$ cat src/core/tbpwm_pkg.sv
package tbpwm_pkg;

  localparam int unsigned AW = 8;
  localparam int unsigned DW = 32;
  localparam int unsigned DUTY_W = 10;
  localparam int unsigned TMR_W = 8;
  localparam int unsigned PC_W = 6;

  // register byte addresses, one aligned word each
  localparam logic [AW-1:0] CHANNEL_CONTROL_REG = 8'h00;
  localparam logic [AW-1:0] DUTY_HIGH_REG       = 8'h04;
  localparam logic [AW-1:0] DUTY_LOW_REG        = 8'h08;
  localparam logic [AW-1:0] PERIOD_LIMIT_REG    = 8'h0C;
  localparam logic [AW-1:0] TIMER_CONFIG_REG    = 8'h10;
  localparam logic [AW-1:0] TIMER_COUNT_REG     = 8'h14;

  // field positions
  localparam int unsigned CTRL_EN_BIT  = 7;
  localparam int unsigned CTRL_OUT_BIT = 5;
  localparam int unsigned CTRL_POL_BIT = 4;
  localparam int unsigned DCL_LSB_POS  = 6;
  localparam int unsigned TCFG_ON_BIT  = 2;

  // prescale select codes
  localparam logic [1:0] PSC_1  = 2'h0;
  localparam logic [1:0] PSC_4  = 2'h1;

  // last prescale count: 4 * prescale - 1
  localparam logic [PC_W-1:0] PC_LAST_1  = 6'h03;
  localparam logic [PC_W-1:0] PC_LAST_4  = 6'h0F;
  localparam logic [PC_W-1:0] PC_LAST_16 = 6'h3F;

  localparam logic [DW-1:0] RDATA_ZERO = 32'h0000_0000;

  typedef struct packed {
    logic          read;
    logic          write;
    logic [AW-1:0] address;
    logic [DW-1:0] writedata;
    logic [3:0]    byteenable;
  } tbpwm_av_req_t;

  typedef struct packed {
    logic              en;
    logic              pol;
    logic              pin;
    logic              active;
    logic [DUTY_W-1:0] dc_buf;
    logic [DUTY_W-1:0] dc_lat;
    logic [TMR_W-1:0]  pr;
    logic              tmr_on;
    logic [1:0]        psel;
    logic [TMR_W-1:0]  tmr;
    logic [PC_W-1:0]   pc;
    logic              ack;
    logic [DW-1:0]     rdata;
  } tbpwm_state_t;

endpackage

$ cat src/core/tbpwm_channel.sv
`timescale 1ns/1ns
// Contract
// - pulse generator runs only while control bit 7 is set
// - control bit 4 selects polarity; 1 inverts the waveform
// - duty-high register holds duty bits 9..2
// - duty-low bits 7..6 hold duty bits 1..0, left-justified
// - unimplemented control and duty-low bits read zero, writes ignored
// - enable and polarity clear on any reset; duty kept through soft reset
// - disabled channel drives idle level: equal to polarity bit
// - on period match: clear timer, go active unless duty zero, latch duty
// - duty is double-buffered; new value used only from the period match
// - ten-bit time base is timer count plus two prescaler or clock-phase bits
module tbpwm_channel (
  input  wire logic                    ref_clk_i,
  input  wire logic                    arst_n_i,
  input  wire logic                    soft_rst_i,
  input  wire tbpwm_pkg::tbpwm_av_req_t av_i,
  output logic [tbpwm_pkg::DW-1:0]     av_readdata_o,
  output logic                         av_waitrequest_o,
  output logic                         pwm_o
);
  import tbpwm_pkg::*;

  tbpwm_state_t      st;
  tbpwm_state_t      next_st;
  logic              req;
  logic              tick;
  logic              match;
  logic [DUTY_W-1:0] tb;

  function automatic logic [PC_W-1:0] pc_last(input logic [1:0] psel);
    case (psel)
      PSC_1:   pc_last = PC_LAST_1;
      PSC_4:   pc_last = PC_LAST_4;
      default: pc_last = PC_LAST_16;
    endcase
  endfunction

  // the two low time-base bits are the top two bits of the prescale count
  function automatic logic [1:0] tb_low(input logic [1:0] psel, input logic [PC_W-1:0] pc);
    case (psel)
      PSC_1:   tb_low = pc[1:0];
      PSC_4:   tb_low = pc[3:2];
      default: tb_low = pc[5:4];
    endcase
  endfunction

  assign req              = av_i.read | av_i.write;
  assign tb               = {st.tmr, tb_low(st.psel, st.pc)};
  assign av_waitrequest_o = req & ~st.ack;
  assign av_readdata_o    = st.rdata;
  assign pwm_o            = st.pin;

  always_comb begin
    next_st = st;
    tick    = 1'b0;
    match   = 1'b0;
    // time base advances once per clock at 1:1, else once per prescale step
    if (st.tmr_on) begin
      if (st.pc == pc_last(st.psel)) begin
        next_st.pc = '0;
        tick       = 1'b1;
      end else begin
        next_st.pc = st.pc + 6'h01;
      end
    end
    match = tick && (st.tmr == st.pr);
    if (match) begin
      next_st.tmr    = '0;
      next_st.dc_lat = st.dc_buf;
      next_st.active = st.en && (st.dc_buf != '0);
    end else begin
      if (tick) begin
        next_st.tmr = st.tmr + 8'h01;
      end
      // equality, not compare: a duty beyond the period is never reached
      // compare the time base of the next cycle so the pulse spans exactly duty steps
      if ({next_st.tmr, tb_low(st.psel, next_st.pc)} == st.dc_lat) begin
        next_st.active = 1'b0;
      end
    end
    if (!st.en) begin
      next_st.active = 1'b0;
    end
    next_st.pin = st.en ? (st.active ^ st.pol) : st.pol;

    // one wait state: read data is captured on the first edge of a request
    next_st.ack = req && !st.ack;
    if (req && !st.ack) begin
      next_st.rdata = RDATA_ZERO;
      if (av_i.read) begin
        case (av_i.address)
          CHANNEL_CONTROL_REG: begin
            next_st.rdata[CTRL_EN_BIT]  = st.en;
            next_st.rdata[CTRL_OUT_BIT] = st.pin;
            next_st.rdata[CTRL_POL_BIT] = st.pol;
          end
          DUTY_HIGH_REG:    next_st.rdata[7:0] = st.dc_buf[9:2];
          DUTY_LOW_REG:     next_st.rdata[7:DCL_LSB_POS] = st.dc_buf[1:0];
          PERIOD_LIMIT_REG: next_st.rdata[7:0] = st.pr;
          TIMER_CONFIG_REG: begin
            next_st.rdata[TCFG_ON_BIT] = st.tmr_on;
            next_st.rdata[1:0]         = st.psel;
          end
          TIMER_COUNT_REG:  next_st.rdata[7:0] = st.tmr;
          default:          next_st.rdata = RDATA_ZERO;
        endcase
      end
    end
    if (av_i.write && st.ack && av_i.byteenable[0]) begin
      case (av_i.address)
        CHANNEL_CONTROL_REG: begin
          next_st.en  = av_i.writedata[CTRL_EN_BIT];
          next_st.pol = av_i.writedata[CTRL_POL_BIT];
        end
        DUTY_HIGH_REG:    next_st.dc_buf[9:2] = av_i.writedata[7:0];
        DUTY_LOW_REG:     next_st.dc_buf[1:0] = av_i.writedata[7:DCL_LSB_POS];
        PERIOD_LIMIT_REG: next_st.pr = av_i.writedata[7:0];
        TIMER_CONFIG_REG: begin
          next_st.tmr_on = av_i.writedata[TCFG_ON_BIT];
          next_st.psel   = av_i.writedata[1:0];
        end
        default: ;
      endcase
    end
    // soft reset clears control but keeps the duty value
    if (soft_rst_i) begin
      next_st.en     = 1'b0;
      next_st.pol    = 1'b0;
      next_st.active = 1'b0;
    end
  end

  // power-on reset: duty is unknown there, zero is chosen so it is defined
  always_ff @(posedge ref_clk_i or negedge arst_n_i) begin
    if (!arst_n_i) begin
      st <= '0;
    end else begin
      st <= next_st;
    end
  end
endmodule

$ cat config.mk
export PLATFORM = sky130hd
export DESIGN_NAME = tbpwm_channel
export DESIGN_NICKNAME = d
export VERILOG_FILES = /design/src/core/tbpwm_pkg.sv /design/src/core/tbpwm_channel.sv
export SDC_FILE = /design/constraint.sdc
export NUM_CORES = 1
export LEC_CHECK = 0
export ABC_AREA = 1
export BUFFER_PORTS_ARGS = -buffer_cell sky130_fd_sc_hd__buf_2
export CAP_MARGIN = 20
export CORE_ASPECT_RATIO = 0.5
export CORE_MARGIN = 2
export CORE_UTILIZATION = 54
export DETAILED_ROUTE_END_ITERATION = 10
export PLACE_DENSITY = 0.82
export SLEW_MARGIN = 20
export SYNTH_ARGS = -nofsm -noshare
export SYNTH_HDL_FRONTEND = slang
export SYNTH_SLANG_ARGS = --single-unit
$ cat constraint.sdc
create_clock -name ref_clk_i -period 2.2 [get_ports ref_clk_i]
set_input_delay 0.33 -clock ref_clk_i [delete_from_list [all_inputs] [get_ports ref_clk_i]]
set_output_delay 0.33 -clock ref_clk_i [all_outputs]
set_load 0.005 [all_outputs]
==> impl_metrics.json <==
{
  "status": "complete, but fails checks",
  "violations": "negative hold slack",
  "maxCapViolCount": 0,
  "dieArea_sq_um": 7058,
  "viasPerCell": 5.507,
  "drtIter0Drc": 261,
  "setup_tns_ns": 0,
  "synthCells": 446,
  "drive_gt1_frac": 0.1626,
  "cts_buffer_depth": 2,
  "drt_wl_total_um": 8715,
  "syn-cell-area_sq_um": 3437,
  "io_buffers": 31,
  "clk_latency_ns": 0.33,
  "rows": 20,
  "sw_frac_of_total": 0.2038,
  "p_int_uw": 2450,
  "yosysWarnings": 0,
  "critPathArrivalTime_ns": 2.28,
  "overflow": 0,
  "fp.dieW_um": 116.8,
  "path_delay_family": "simple AND/OR/NAND/NOR gates",
  "cp-end-kind": "flop",
  "min_period_over_period": 0.9408,
  "fp.dieH_um": 60.42,
  "multi_input_area_sq_um": 1562,
  "powerDensity_nw_per_um2": 775.4,
  "pwr-share-comb": 0.053,
  "layout_min_cycle_time_ns": 2.070,
  "vias": 3161,
  "core_sq_um": 6106,
  "grt_first_pass_wirelength_um": 14260,
  "cts_buffers": 9,
  "crit_buf_inv": 2,
  "diodes": 0,
  "syn_area_per_cell_sq_um": 7.706,
  "ys_ff_latch": 58,
  "h-tree-depth": 3,
  "setup_slack_ns": 0.1302,
  "critPathKind": "reg2reg",
  "layout.area.seq_sq_um": 1453,
  "dpl.hpwl_um": 6003,
  "seqPwrFrac": 0.357,
  "clock_sinks": 58,
  "final_antenna_net_count": 0,
  "setup_viol": 0,
  "pwr-share-clk": 0.589,
  "cts_root_buffer": "clkbuf_16",
  "peakVddDrop_uv": 436.3,
  "fmax_mhz": 483.1,
  "wire_per_inst_um": 15.18,
  "tightest_slew_ns": 0.5792,
  "path_common_cell": "nand2_1",
  "worstPathCellList": "inv_6, nand2_4, a21oi_2, nand3_4, buf_4, nand2_1, nand3_1, nand2_1, nand2_1, nor2_1, nand3_1, nand2_1, a21oi_2",
  "area_growth_pct": 15.47,
  "critPathMaxFanout": 11,
  "critPathSlowestCell": "dfrtp_2",
  "fillers": 469,
  "antenna_found_initial": 0,
  "io_pins": 83,
  "drcViolationCount": 0,
  "dp_slack_ns": 0.1718,
  "finalMaxSlewViolations": 0,
  "fin_hold_ws_ns": -0.01033,
  "first_global_vias": 3022,
  "firstDrtPassIters": 5,
  "p_switching_uw": 627.1,
  "nNetsFinal": 532,
  "grt_max_degree": 59,
  "fin_worst_skew_ns": 0.003519,
  "cts_tree": "built",
  "yosysSeqAreaShare": 0.4223,
  "path_clk_slew_ns": 0.05,
  "synth.distinct_cells": 41,
  "slew_headroom": 0.6103,
  "rsz0062_at_grt": "false",
  "max_stage_delay_ns": 0.47,
  "crit_required_ns": 2.41,
  "postCtsSetupBuffers": 0,
  "grt_use_total": 0.2717,
  "p_leak_uw": 0.002027,
  "hold_violations": 9,
  "ctsHoldBuffers": 0,
  "start_kind": "flop",
  "start_util": 0.5629,
  "hold_path_class": "in2async",
  "gp_congestion": 0.9560
}
final cells by class:
class / count / share of cell area
clock inverter: 4 / 0.03026
multi-input combinational: 315 / 0.3934
timing repair buffer: 41 / 0.06116
sequential: 58 / 0.3660
clock buffer: 12 / 0.06715
tap: 88 / 0.02774
inverter: 56 / 0.05422
metrics by stage:
step | utilization | area (sq um) | hold slack [ns] | std cells | total power (uW)
after floorplan | - | 3523 | 0.03441 | 469 | 1233
after global placement | 0.5865 | 3581 | 0.3511 | 558 | 1273
after detailed placement | 0.5865 | 3581 | 0.3561 | 558 | 1277
after CTS | 0.6498 | 3968 | 0.01303 | 574 | 3073
after global routing | 0.6500 | 3969 | 0.02335 | 574 | 3149
final | 0.6500 | 3969 | -0.01033 | 574 | 3077
cells in the final DEF (no fill, tap or decap), drive strengths merged, types with 5 or more instances in the layout:
cell	netlist	routed
nand3	32	32
a21oi	8	8
nand2	128	128
nor2	33	33
o31ai	5	5
nand4	7	7
dfrtp	58	58
xnor2	5	5
o21ai	37	37
clkbuf	3	12
conb	1	24
xor2	8	8
buf	37	41
inv	56	56
routing by layer:
metal  GRT usage  vias to the layer above  part of all wire
met3     0.07193                       29             0.090
li1            -                     1455                 -
met5           0                        -                 0
met4      0.1176                        0             0.025
met1      0.3499                     1487              0.43
met2      0.4459                      190              0.45
kinds of logic (layout without fill, tap and decap cells):
| kind of cell | count (synthesis) | in the layout | share of synthesized area |
|---|---|---|---|
| AND/OR/NAND/NOR | 213 | 213 | 0.2799 |
| AO/OA/AOI/OAI | 63 | 63 | 0.1078 |
| other | 1 | 24 | 0.001091 |
| buffers and inverters | 96 | 113 | 0.1485 |
| flip-flops | 58 | 58 | 0.4223 |
| XOR/XNOR | 13 | 13 | 0.03313 |
| adder cells (fa/ha/maj) | 2 | 2 | 0.007280 |
registers in the layout, indices dropped and copies added, names as in the netlist:
register,count
av_readdata_o,8
st,49
pwm_o,1
path summary, 6_finish.rpt:
| path | from | cells past startpoint | endpoint | slack [ns] |
|---|---|---|---|---|
| worst max-delay path | st[48]$_DFFE_PN0P_ | 13 | st[78]$_DFFE_PN0P_ | 0.13 |
| worst min-delay path | arst_n_i | 2 | st[71]$_DFFE_PN0P_ | -0.01 |
| worst max register to register | st[48]$_DFFE_PN0P_ | 13 | st[78]$_DFFE_PN0P_ | 0.13 |
| worst min register to register | av_readdata_o[6]$_DFFE_PN0P_ | 2 | av_readdata_o[6]$_DFFE_PN0P_ | 0.48 |
| max in group asynchronous | arst_n_i | 2 | st[48]$_DFFE_PN0P_ | 1.93 |
| min in group ref_clk_i | av_i[9] | 3 | st[55]$_DFFE_PN0P_ | 0.28 |
cells in the mapped netlist:
library cell  number  share of area
buf_2              2         0.0029
a221oi_1           3         0.0076
o22ai_1            4         0.0073
or4_1              1         0.0022
ha_1               2         0.0073
nand3_1           31          0.045
buf_4             33          0.072
dfrtp_1           58           0.42
inv_1             52          0.057
buf_8              1         0.0044
clkbuf_1           3         0.0033
nand2_2            8          0.015
inv_6              1         0.0025
nor2_4             2         0.0066
xnor2_1            5          0.013
and3_2             1         0.0022
inv_2              3         0.0033
xor2_1             8          0.020
nand2_4            3         0.0098
a21oi_2            2         0.0051
nor3_1             3         0.0044
nor4_1             3         0.0055
o221ai_1           1         0.0025
and2_1             1         0.0018
nor2_1            31          0.034
nor3b_1            1         0.0022
and3_1             1         0.0018
o21ai_1            4         0.0058
nand3b_1           2         0.0044
nand2_1          117           0.13
o31ai_1            5          0.011
o21ai_0           33          0.048
o211ai_1           1         0.0022
a21boi_0           1         0.0022
a211oi_1           1         0.0022
nand3_4            1         0.0051
buf_6              1         0.0033
o2111ai_1          2         0.0051
nand4_1            7          0.013
a21oi_1            6         0.0087
conb_1             1         0.0011
power by group through the flow:
stage | Combinational (uW) | Sequential [uW] | Clock [uW]
floorplan | 119 | 1110 | 0
global placement | 156 | 1120 | 0
detailed placement | 160 | 1120 | 0
CTS | 163 | 1100 | 1810
global route | 186 | 1100 | 1860
finish | 164 | 1100 | 1810
repair_timing:
action	4_1_cts	5_1_grt
endpoints found under the setup margin	0	1
resized for setup	0	1
endpoints found under the hold margin	0	0
(Power assumes the default switching activity.)
